==> config.mk <==
export PLATFORM = sky130hd
export DESIGN_NAME = rca_core
export DESIGN_NICKNAME = d
export VERILOG_FILES = /design/src/rca_pkg.sv /design/src/rca_alu_if.sv /design/src/rca_alu.sv /design/src/rca_core.sv
export SDC_FILE = /design/constraint.sdc
export NUM_CORES = 1
export LEC_CHECK = 0
export BUFFER_PORTS_ARGS = -buffer_cell sky130_fd_sc_hd__buf_2
export CAP_MARGIN = 20
export CORE_MARGIN = 4
export CORE_UTILIZATION = 60
export DETAILED_ROUTE_END_ITERATION = 10
export PLACE_DENSITY = 0.81
export SLEW_MARGIN = 20
export SYNTH_ARGS = -nofsm -noshare
export SYNTH_HDL_FRONTEND = slang
export SYNTH_SLANG_ARGS = --single-unit
==> constraint.sdc <==
create_clock -name clk -period 7.6 [get_ports clk]
set_input_delay 0.76 -clock clk [delete_from_list [all_inputs] [get_ports clk]]
set_output_delay 0.76 -clock clk [all_outputs]
set_load 0.03 [all_outputs]
==> src/rca_pkg.sv <==
// Purpose: shared constants and types of the core execution datapath
// Assumes: one instruction cycle per clk cycle
// Notes: opcode layout follows the usual 14-bit single-word encoding
package rca_pkg;
    localparam int INSTR_W = 14;
    localparam int DATA_W = 8;
    localparam int PC_W = 13;
    localparam int FADDR_W = 9;
    localparam int CLK_PERIOD_NS = 10;
    localparam int INSTR_CYCLE_NS = 200;
    localparam int CYCLE_CLKS = (INSTR_CYCLE_NS / CLK_PERIOD_NS < 1) ? 1 :
        INSTR_CYCLE_NS / CLK_PERIOD_NS;
    // special function register addresses (low 7 bits)
    localparam logic [6:0] SFR_INDF = 7'h00;
    localparam logic [6:0] SFR_PCL = 7'h02;
    localparam logic [6:0] SFR_STATUS = 7'h03;
    localparam logic [6:0] SFR_FSR = 7'h04;
    localparam logic [6:0] SFR_PCLATH = 7'h0A;
    // status bit positions
    localparam int ST_CARRY = 0;
    localparam int ST_NIBBLE = 1;
    localparam int ST_ZERO = 2;
    localparam int ST_RP0 = 5;
    localparam int ST_RP1 = 6;
    localparam int ST_IRP = 7;
    // reset values
    localparam logic [PC_W-1:0] PC_RESET = 13'h0000;
    localparam logic [DATA_W-1:0] STATUS_RESET = 8'h18;
    localparam logic [INSTR_W-1:0] NOP_WORD = 14'h0000;
    typedef enum logic [3:0] {
        RCA_OP_PASS_A, RCA_OP_PASS_B, RCA_OP_ADD, RCA_OP_SUB, RCA_OP_AND,
        RCA_OP_OR, RCA_OP_XOR, RCA_OP_COM, RCA_OP_INC, RCA_OP_DEC,
        RCA_OP_RL, RCA_OP_RR, RCA_OP_SWAP, RCA_OP_BCLR, RCA_OP_BSET
    } rca_op_t;
endpackage : rca_pkg

==> src/rca_alu_if.sv <==
// Purpose: operand and result bundle between the core and its alu
// Assumes: single clock, purely combinational alu
// Notes: none
`timescale 1ns/1ns
`default_nettype none
interface rca_alu_if;
    import rca_pkg::*;
    rca_op_t op;
    logic [DATA_W-1:0] a;
    logic [DATA_W-1:0] b;
    logic [2:0] bit_sel;
    logic carry_in;
    logic [DATA_W-1:0] y;
    logic carry_out;
    logic nibble_out;
    logic zero_out;
    modport core (output op, a, b, bit_sel, carry_in,
        input y, carry_out, nibble_out, zero_out);
    modport alu (input op, a, b, bit_sel, carry_in,
        output y, carry_out, nibble_out, zero_out);
endinterface : rca_alu_if
`default_nettype wire

==> src/rca_alu.sv <==
// Purpose: 8-bit two's complement alu with carry, nibble carry and zero
// Assumes: a is the accumulator or file, b the file, accumulator or constant
// Notes: subtract computes b - a, carry and nibble carry mean no borrow
`timescale 1ns/1ns
`default_nettype none
module rca_alu (
    rca_alu_if.alu p
);
    import rca_pkg::*;
    logic [DATA_W:0] sum;
    logic [4:0] nib;
    logic [DATA_W-1:0] mask;
    always_comb begin
        sum = '0;
        nib = '0;
        mask = 8'h01 << p.bit_sel;
        p.y = p.a;
        p.carry_out = p.carry_in;
        p.nibble_out = 1'b0;
        case (p.op)
            RCA_OP_PASS_A: p.y = p.a;
            RCA_OP_PASS_B: p.y = p.b;
            RCA_OP_ADD: begin
                sum = {1'b0, p.a} + {1'b0, p.b};
                nib = {1'b0, p.a[3:0]} + {1'b0, p.b[3:0]};
                p.y = sum[DATA_W-1:0];
                p.carry_out = sum[DATA_W];
                p.nibble_out = nib[4];
            end
            RCA_OP_SUB: begin
                // two's complement add of the negated operand
                sum = {1'b0, p.b} + {1'b0, ~p.a} + 9'h001;
                nib = {1'b0, p.b[3:0]} + {1'b0, ~p.a[3:0]} + 5'h01;
                p.y = sum[DATA_W-1:0];
                p.carry_out = sum[DATA_W];
                p.nibble_out = nib[4];
            end
            RCA_OP_AND: p.y = p.a & p.b;
            RCA_OP_OR: p.y = p.a | p.b;
            RCA_OP_XOR: p.y = p.a ^ p.b;
            RCA_OP_COM: p.y = ~p.a;
            RCA_OP_INC: p.y = p.a + 8'h01;
            RCA_OP_DEC: p.y = p.a - 8'h01;
            RCA_OP_RL: begin
                p.y = {p.a[6:0], p.carry_in};
                p.carry_out = p.a[7];
            end
            RCA_OP_RR: begin
                p.y = {p.carry_in, p.a[7:1]};
                p.carry_out = p.a[0];
            end
            RCA_OP_SWAP: p.y = {p.a[3:0], p.a[7:4]};
            RCA_OP_BCLR: p.y = p.a & ~mask;
            RCA_OP_BSET: p.y = p.a | mask;
            default: p.y = p.a;
        endcase
    end
    assign p.zero_out = (p.y == 8'h00);
endmodule : rca_alu
`default_nettype wire

==> src/rca_core.sv <==
// Purpose: execution datapath of an 8-bit harvard risc core
// Assumes: one instruction cycle per clk, program and data memory outside
// Notes: data memory read is combinational, write at the clock edge
//
// Functional notes
// - program and data use separate memories on separate buses.
// - every opcode is one 14-bit word in one program location.
// - one full instruction word is fetched each instruction cycle.
// - fetch of the next word overlaps execution of the current one.
// - each non-branch instruction completes in one instruction cycle.
// - data memory is reached by a direct address or via a pointer.
// - special registers, the program counter too, sit in data space.
// - the alu works on bytes and adds, subtracts, shifts and masks.
// - arithmetic is two's complement.
// - two-operand work uses the accumulator and a file or constant.
// - single-operand work uses the accumulator or a file register.
// - the accumulator is one byte and has no data address.
// - results update carry, nibble carry and zero in the status.
// - in subtraction carry and nibble carry mean no borrow.
`timescale 1ns/1ns
`default_nettype none
module rca_core (
    input wire logic clk,
    input wire logic reset,
    output logic [rca_pkg::PC_W-1:0] prog_addr,
    input wire logic [rca_pkg::INSTR_W-1:0] prog_data,
    output logic [rca_pkg::FADDR_W-1:0] data_addr,
    input wire logic [rca_pkg::DATA_W-1:0] data_rdata,
    output logic [rca_pkg::DATA_W-1:0] data_wdata,
    output logic data_we,
    output logic [rca_pkg::DATA_W-1:0] acc_out,
    output logic [rca_pkg::DATA_W-1:0] status_out,
    output logic flush_out
);
    import rca_pkg::*;
    logic [PC_W-1:0] pc_r, pc_nxt;
    logic [INSTR_W-1:0] ir_r, ir_nxt;
    logic [DATA_W-1:0] acc_r, acc_nxt;
    logic [DATA_W-1:0] status_r, status_nxt;
    logic [DATA_W-1:0] fsr_r, fsr_nxt;
    logic [DATA_W-1:0] pclath_r, pclath_nxt;
    logic [DATA_W-1:0] wdata_r, wdata_nxt;
    logic [FADDR_W-1:0] waddr_r;
    logic we_r, we_nxt;
    logic flush_r, flush_nxt;
    rca_alu_if alu_bus ();
    rca_alu u_alu (.p(alu_bus));

    ////////////////////////////////////////////////////////////////////////
    // decode fields
    function automatic logic is_sfr(input logic [6:0] a, input logic [6:0] s);
        is_sfr = (a == s);
    endfunction : is_sfr
    wire [6:0] f_low = ir_r[6:0];
    wire d_bit = ir_r[7];
    wire [2:0] b_sel = ir_r[9:7];
    wire [7:0] k8 = ir_r[7:0];
    wire [1:0] grp = ir_r[13:12];
    wire [3:0] sub_op = ir_r[11:8];
    wire indirect = is_sfr(f_low, SFR_INDF);
    wire [FADDR_W-1:0] rd_addr = indirect ? {status_r[ST_IRP], fsr_r} :
        {status_r[ST_RP1], status_r[ST_RP0], f_low};
    wire [6:0] rd_low = rd_addr[6:0];
    // special registers are read from the core, the rest from memory
    wire [DATA_W-1:0] file_val =
        is_sfr(rd_low, SFR_STATUS) ? status_r :
        is_sfr(rd_low, SFR_FSR) ? fsr_r :
        is_sfr(rd_low, SFR_PCL) ? pc_r[7:0] :
        is_sfr(rd_low, SFR_PCLATH) ? pclath_r : data_rdata;
    wire byte_op = (grp == 2'b00);
    wire bit_op = (grp == 2'b01);
    wire lit_op = (grp == 2'b11);
    wire flow_op = (grp == 2'b10);
    wire skip_test = bit_op && sub_op[3];
    wire bit_val = file_val[b_sel];
    wire dec_skip = byte_op && (sub_op == 4'hB || sub_op == 4'hF);

    ////////////////////////////////////////////////////////////////////////
    // operand and operation selection
    always_comb begin
        alu_bus.op = RCA_OP_PASS_A;
        alu_bus.a = acc_r;
        alu_bus.b = file_val;
        alu_bus.bit_sel = b_sel;
        alu_bus.carry_in = status_r[ST_CARRY];
        if (byte_op) begin
            alu_bus.a = file_val;
            alu_bus.b = acc_r;
            case (sub_op)
                4'h0: alu_bus.a = acc_r;
                4'h1: alu_bus.op = RCA_OP_BCLR;
                4'h2: begin
                    alu_bus.op = RCA_OP_SUB;
                    alu_bus.a = acc_r;
                    alu_bus.b = file_val;
                end
                4'h3, 4'hB: alu_bus.op = RCA_OP_DEC;
                4'h4: alu_bus.op = RCA_OP_OR;
                4'h5: alu_bus.op = RCA_OP_AND;
                4'h6: alu_bus.op = RCA_OP_XOR;
                4'h7: alu_bus.op = RCA_OP_ADD;
                4'h9: alu_bus.op = RCA_OP_COM;
                4'hA, 4'hF: alu_bus.op = RCA_OP_INC;
                4'hC: alu_bus.op = RCA_OP_RR;
                4'hD: alu_bus.op = RCA_OP_RL;
                4'hE: alu_bus.op = RCA_OP_SWAP;
                default: alu_bus.op = RCA_OP_PASS_A;
            endcase
            if (sub_op == 4'h1) begin
                alu_bus.a = d_bit ? file_val : acc_r;
                alu_bus.bit_sel = 3'h0;
                alu_bus.op = RCA_OP_AND;
                alu_bus.b = 8'h00;
            end
        end else if (bit_op) begin
            alu_bus.a = file_val;
            alu_bus.op = sub_op[2] ? RCA_OP_BSET : RCA_OP_BCLR;
        end else if (lit_op) begin
            alu_bus.a = acc_r;
            alu_bus.b = k8;
            case (sub_op)
                4'h8: alu_bus.op = RCA_OP_OR;
                4'h9: alu_bus.op = RCA_OP_AND;
                4'hA: alu_bus.op = RCA_OP_XOR;
                4'hC, 4'hD: alu_bus.op = RCA_OP_SUB;
                4'hE, 4'hF: alu_bus.op = RCA_OP_ADD;
                default: alu_bus.op = RCA_OP_PASS_B;
            endcase
        end
    end

    ////////////////////////////////////////////////////////////////////////
    // writeback, flags and program flow
    wire arith = (byte_op && (sub_op == 4'h2 || sub_op == 4'h7)) ||
        (lit_op && sub_op[3:2] == 2'b11);
    wire rot = byte_op && (sub_op == 4'hC || sub_op == 4'hD);
    wire z_aff = (byte_op && !rot && sub_op != 4'hE && !dec_skip &&
        sub_op != 4'h0) || (lit_op && sub_op[3]);
    wire to_file = (byte_op && d_bit && sub_op != 4'h0) || bit_op &&
        !skip_test || (byte_op && sub_op == 4'h0 && d_bit);
    wire w_src_file = byte_op && sub_op == 4'h0 && d_bit;
    wire [DATA_W-1:0] res = w_src_file ? acc_r : alu_bus.y;
    wire skip = (skip_test && (bit_val == sub_op[2])) ||
        (dec_skip && alu_bus.zero_out);
    wire jump = flow_op;
    wire wr_sfr_pcl = to_file && is_sfr(rd_low, SFR_PCL);

    always_comb begin
        pc_nxt = pc_r + 13'h0001;
        ir_nxt = prog_data;
        flush_nxt = 1'b0;
        acc_nxt = acc_r;
        status_nxt = status_r;
        fsr_nxt = fsr_r;
        pclath_nxt = pclath_r;
        wdata_nxt = res;
        we_nxt = 1'b0;
        if (!flush_r) begin
            if (arith) begin
                status_nxt[ST_CARRY] = alu_bus.carry_out;
                status_nxt[ST_NIBBLE] = alu_bus.nibble_out;
            end
            if (rot) status_nxt[ST_CARRY] = alu_bus.carry_out;
            if (z_aff) status_nxt[ST_ZERO] = alu_bus.zero_out;
            if (to_file) begin
                if (is_sfr(rd_low, SFR_STATUS)) begin
                    status_nxt = res;
                end else if (is_sfr(rd_low, SFR_FSR)) begin
                    fsr_nxt = res;
                end else if (is_sfr(rd_low, SFR_PCLATH)) begin
                    pclath_nxt = res;
                end else if (!wr_sfr_pcl) begin
                    we_nxt = 1'b1;
                end
            end else if (!skip_test && !jump) begin
                acc_nxt = res;
            end
            if (jump) begin
                pc_nxt = {pclath_r[4:3], ir_r[10:0]};
                flush_nxt = 1'b1;
            end else if (wr_sfr_pcl) begin
                pc_nxt = {pclath_r[4:0], res};
                flush_nxt = 1'b1;
            end else if (skip) begin
                flush_nxt = 1'b1;
            end
        end
        if (flush_nxt) ir_nxt = NOP_WORD;
    end

    always_ff @(posedge clk or posedge reset) begin
        if (reset) begin
            pc_r <= PC_RESET;
            ir_r <= NOP_WORD;
            acc_r <= 8'h00;
            status_r <= STATUS_RESET;
            fsr_r <= 8'h00;
            pclath_r <= 8'h00;
            wdata_r <= 8'h00;
            we_r <= 1'b0;
            flush_r <= 1'b0;
            waddr_r <= '0;
        end else begin
            pc_r <= pc_nxt;
            ir_r <= ir_nxt;
            acc_r <= acc_nxt;
            status_r <= status_nxt;
            fsr_r <= fsr_nxt;
            pclath_r <= pclath_nxt;
            wdata_r <= wdata_nxt;
            we_r <= we_nxt;
            flush_r <= flush_nxt;
            waddr_r <= rd_addr;
        end
    end

    assign prog_addr = pc_r;
    assign data_addr = we_r ? waddr_r : rd_addr;
    assign data_wdata = wdata_r;
    assign data_we = we_r;
    assign acc_out = acc_r;
    assign status_out = status_r;
    assign flush_out = flush_r;
endmodule : rca_core
`default_nettype wire

== Yosys cells after proc, flatten, opt, wreduce, memory -nomap -nowiden ==
Index checks and enable logic that the tools add are counted.
Storage, ports and cells
  flip-flop bits (word level): 78
  bits of input ports: 24
  output and inout bits: 48
  logic and storage cells: 168
Cells by class
  $add $sub $neg: 9
  magnitude comparators: 1
  equal/unequal tests: 39
  shifts and indexed selects: 1
  muxes and demuxes: 50
  bitwise logic cells: 12
  reductions and logical operators: 45
Operator list (count)
  2-to-1 mux 8 bit: 15
  case mux 8 bit (14 select lines): 1
  == test 4 bit (second input constant): 15
  case mux 4 bit (11 select lines): 1
  2-to-1 mux 13 bit: 3
  == test 4 x 3 -> 1 bit (second input constant): 8
  logical AND 1 bit: 19
  adder 8 x 8 -> 9 bit: 2
  2-to-1 mux 9 bit: 2
  AND 8 bit: 2
  == test 4 x 2 -> 1 bit (second input constant): 4
  inverter 8 bit: 2
  bitwise OR 8 bit: 2
  2-to-1 mux 3 bit: 5
  case mux 3 bit (5 select lines): 1
  == test 7 x 2 -> 1 bit (second input constant): 2
  2-to-1 mux 14 bit: 1
  adder 13 x 1 -> 13 bit (second input constant): 1
  2-to-1 mux 1 bit: 13
  2-to-1 mux 4 bit: 3
  adder 4 x 4 -> 5 bit: 2
  OR reduction 2 bit: 5
  adder 9 x 1 -> 9 bit (second input constant): 1
  adder 8 x 1 -> 8 bit (second input constant): 1
  other kinds (28): 46

== Depth between registers and ports, before layout ==
  word-level depth: 22
  gate-level depth with buffers: 25

== By module ==
Synthesis repeated with hierarchy kept, for this count alone.
Second synthesis, totals
  cells, all modules: 913
  area total of the unflattened synthesis: 7209.4 µm²
By module, submodules not included
  rca_core: times used 1, cells an instance 552, area each 4815.9 µm²
  rca_alu: times used 1, cells an instance 361, area each 2393.5 µm²

== Least setup slack after synthesis ==
OpenSTA, ideal clock, no wires.
  path type: register -> register
  from: register ir_r[2]
  to: register ir_r[10]
  data arrival time: 5.594 ns
  required time: 7.481 ns
  path slack: 1.887 ns
  stages on the path, launching flop included: 22
  clock period less this slack: 5.713 ns
  cells stage by stage: dfrtp_1 buf_6 or4b_4 o31a_1 or4_1 buf_2 nor2_1 nor3_1 a21boi_0 inv_1 ha_1 a21o_1 a21oi_1 o32ai_1 a221o_1 a221o_1 or4_1 buf_2 nor4_4 a31oi_2 buf_6 and2_1
Between the ends
  cells in the longest elaborated chain, start to end: 22
  elaborated cells on any way between the ends: 45
  those cells by class: add/sub: 5; eq/ne: 5; mux: 23; bitwise: 6; reduce/logical: 6
RTL lines
  from (decl): RTL line rca_core.sv:37  | logic [INSTR_W-1:0] ir_r, ir_nxt;
  from (signal assigned): RTL line rca_core.sv:205  | ir_r <= ir_nxt;
  zero test 7 bit: RTL line rca_core.sv:52  | is_sfr = (a == s);
  2-to-1 mux 9 bit: RTL line rca_core.sv:61  | wire [FADDR_W-1:0] rd_addr = indirect ? {status_r[ST_IRP], fsr_r} :
  == test 7 x 4 -> 1 bit: RTL line rca_core.sv:52
  2-to-1 mux 8 bit: RTL line rca_core.sv:69  | is_sfr(rd_low, SFR_PCLATH) ? pclath_r : data_rdata;
  2-to-1 mux 8 bit: RTL line rca_core.sv:68  | is_sfr(rd_low, SFR_PCL) ? pc_r[7:0] :
  2-to-1 mux 8 bit: RTL line rca_core.sv:67  | is_sfr(rd_low, SFR_FSR) ? fsr_r :
  2-to-1 mux 8 bit: RTL line rca_core.sv:66  | is_sfr(rd_low, SFR_STATUS) ? status_r :
  2-to-1 mux 8 bit (on tied branches): RTL line rca_core.sv:89, rca_core.sv:110
  [7 not listed]
  logical AND 1 bit: RTL line rca_core.sv:144  | (dec_skip && alu_bus.zero_out);
  logical OR 1 bit: RTL line rca_core.sv:143  | wire skip = (skip_test && (bit_val == sub_op[2])) ||
  2-to-1 mux 1 bit: RTL line rca_core.sv:184  | end else if (skip) begin
  2-to-1 mux 1 bit *: RTL line rca_core.sv:181  | end else if (wr_sfr_pcl) begin
  2-to-1 mux 1 bit *: RTL line rca_core.sv:178  | if (jump) begin
  2-to-1 mux 1 bit *: RTL line rca_core.sv:158  | if (!flush_r) begin
  2-to-1 mux 14 bit *: RTL line rca_core.sv:188  | if (flush_nxt) ir_nxt = NOP_WORD;
  named net ir_nxt[10]: RTL line rca_core.sv:37
The timed path passes the listed nets; every way through them passes the cells marked *. The select of a mux whose other input is x is not followed.
A chain may end at the register's enable or synchronous reset.

== Worst setup path after layout ==
  from: register ir_r[6]
  to: register ir_r[7]
Same word-level chain as after synthesis.

==> flow_summary_export.csv <==
group,metric,value,unit
sta,fmax,144,MHz
cts,clock-sinks,78,
sta,finalCriticalPeriod,6930,ps
floorplanning,start_util,61.4,%
setup_path,critical_path_class,"reg2reg",
setup_path,required,7830,ps
finish,fin_util,68.6,%
finish,diodes,0,
setup_path,max_stage_delay,810,ps
synth,ys_seq_area_share,27.7,%
status,outcome,"completed",
pwr,p_comb_share,62.0,%
floorplanning,core_area,0.0115,sq mm
detailed_routing,drtIter0Drc,1399,
pwr,sw_frac_of_total,54.5,%
sta,finalSetupViolations,0,
synth,ys_ff_latch,78,
synth,synth_cells,850,
pwr,p_clk_share,13.4,%
place,routabilityCongestion,1.15,
cts,cts_tree,"done",
synth,synthFlopType,"dfrtp_1",
synth,synth.avg_cell_area,8.29,sq um
setup_path,critical_path.cell_chain,"or4_1, a21o_1, or3_1, o32ai_1, inv_1, and2_1, ha_1, a21o_1, a21oi_1, o32ai_1, a221o_1, a221o_1, or4_1, nor4_4, a31oi_2, and2_1",
pwr,cellInternalPower,1.53,mW
pwr,p_leak,3.30,nW
setup_path,worstSetupStartpointType,"flip-flop",
detailed_routing,dr.pass1.iters,7,
detailed_routing,ant_nets,0,
cts,cts.repair.resized,0,
setup_path,arrival,7160,ps
sta,rsz0062_at_grt,"no",
hold_path,hold_class,"reg2reg",
grt,grt_util_all_layers,43.4,%
cts,hold_buffers,0,
detailed_routing,avgRoutedWirePerCell,27.3,microns
place,placedInstanceArea,0.00756,sq mm
setup_path,crit_path_end_kind,"flip-flop",
cts,htreeDepth,3,
detailed_routing,routed_via_density,7.70,
cts,cts_setup_buffers,0,
grt,overflow,0,
floorplanning,rows,39,
grt,grt_max_degree,79,
synth,ys_async_sr_fraction,100,%
sta,fin_crit_sh,91.2,%
place,dp_hpwl,22.0,mm
floorplanning,die_w,116,microns
sta,final_hold_viol_count,0,
sta,fin_setup_tns,0,ps
cts,max-clock-path-buffers,2,
synth,yosys.area.top_type,"dfrtp_1",
sta,worst_pin_slew,1230,ps
run,max_cap_violations,0,
synth,yosys-top-cells-area,"dfrtp_1 27%, mux2_2 5.4%, a21oi_1 4.3%",
place,io_buffers,71,
cts,clkTransAtPathRegs,70,ps
cts,numCtsBuffers,9,
synth,ys.warnings.count,0,
detailed_routing,drc,0,
grt,antenna_found_initial,2,
sta,drv_slew,0,
detailed_routing,wl,28.8,mm
synth,yosys.cell_types.count,89,
detailed_routing,vias,8110,
cts,clk-insertion-delay-late,350,ps
hold_path,holdCritStartpoint,"pclath_r[6]",
finish,finish.instance_area,0.00787,sq mm
finish,drive_gt1_share,20.0,%
sta,slew_headroom,17.5,%
finish,fin_nets,956,
pwr,share_seq_of_total_power,24.6,%
pwr,max-vdd-ir-drop,0.325,mV
setup_path,slowest_stage,"or4_1",
grt,grt_pass1_vias,7563,
setup_path,reg2reg_from,"ir_r[6]",
synth,yosysTopAreaCellShare,27.0,%
pwr,pwr_density_cell,428,mW/mm^2
sta,skew,10.2,ps
synth,synth-edff-count,0,
cts,cts-root-buf,"clkbuf_16",
finish,areaGrowthSynthToFinish,11.7,%
pwr,p_sw,1.84,mW
synth,syn_area,0.00704,sq mm
setup_path,startpoint,"ir_r[6]",
floorplanning,die-area,0.0135,sq mm
floorplanning,die_h,116,microns
synth,syn-num-nets,901,
setup_path,crit_path_max_fanout,19,
grt,grt_first_pass_wirelength,44.4,mm
floorplanning,ios,72,
[cells by family after synthesis]
family | count (synthesis) | share of synthesized area (%)
xor+xnor | 16 | 1.99
simple gates | 285 | 21.3
buf+inv | 88 | 5.04
mux | 39 | 6.15
fa+ha+maj | 28 | 5.26
flops | 78 | 27.7
compound gates | 316 | 32.5
[final cells by class]
class                      instances  area [sq um]
clock buffer                       9           225
clock inverter                     7          87.6
fill                             910          3600
inverter                          33           125
multi-input combinational        684          4730
sequential                        78          1950
tap                              143           179
timing repair buffer              99           566
[worst max-delay path: cells and delay by family, from the launching register on]
| family | cells | cell delay (ps) |
|---|---|---|
| adder cells (fa/ha/maj) | 1 | 380 |
| AO/OA/AOI/OAI | 8 | 2710 |
| buffers and inverters | 1 | 180 |
| flip-flops | 1 | 530 |
| AND/OR/NAND/NOR | 6 | 3030 |
[cell usage in the layout, fill, tap and decap left out, types with 14 or more instances in the layout]
cell,synthesis,routed
dfrtp_1,76,76
buf_2,5,71
nand2_1,65,65
nor2_1,63,63
a21oi_1,60,60
o21ai_0,36,36
mux2_2,34,34
inv_1,30,29
buf_4,1,28
nor3_1,26,26
ha_1,24,24
a31oi_1,20,20
and2_1,20,20
nand3_1,20,20
a21o_1,17,17
o22ai_1,17,17
or3_1,14,14
a211oi_1,14,14
[per-stage QoR]
stage          hold WS [ps]  cells  setup slack, ps  total power, mW
2_1_floorplan           468    850             1890             2.13
3_3_place_gp            493   1037              989             2.77
3_5_place_dp            501   1037              938             2.80
4_1_cts                 517   1053              892             3.26
5_1_grt                 534   1053              437             3.51
6_report                523   1053              669             3.37
[Yosys cell counts, types with 11 or more instances]
master    instances
nand3_1          20
ha_1             24
nor2_1           63
a21o_1           17
a221oi_1         12
a21oi_1          60
nand2_1          65
clkbuf_1         44
mux2_2           34
and2_1           20
nor3_1           26
inv_1            30
xor2_1           11
a22oi_1          13
a31oi_1          20
a211oi_1         14
o21ai_0          36
or3_1            14
o22ai_1          17
dfrtp_1          76
o211ai_1         11
[final timing paths]
kind / to / slack (ps) / cells past startpoint
min in group asynchronous: data_wdata[5] / 690 / 3
max: ir_r[7] / 670 / 16
max reg2reg: ir_r[7] / 670 / 16
max in group asynchronous: data_wdata[4] / 6300 / 3
min: pclath_r[6] / 520 / 1
min reg2reg: pclath_r[6] / 520 / 1
[sequential cells by signal (all words and copies together) (netlist names)]
signal / cells
waddr_r: 9
pclath_r: 8
data_wdata: 8
acc_out: 8
flush_out: 1
prog_addr: 13
ir_r: 14
fsr_r: 8
status_out: 8
data_we: 1
[power by group through the flow]
stage | logic, mW | registers (mW) | clock network, mW
after floorplan | 1.25 | 0.880 | 0
after global placement | 1.96 | 0.802 | 0
after detailed placement | 1.99 | 0.811 | 0
after CTS | 2.00 | 0.807 | 0.454
after global routing | 2.20 | 0.839 | 0.473
final | 2.09 | 0.828 | 0.452
[per-layer routing]
layer	share of wire (%)	up-vias	track usage [%]
li1	-	3395	-
met1	37	3794	59.1
met4	5.7	4	18.5
met2	41	748	62.9
met3	16	169	14.7
met5	0.11	-	0
No activity file was read; power rests on OpenSTA's default activity.
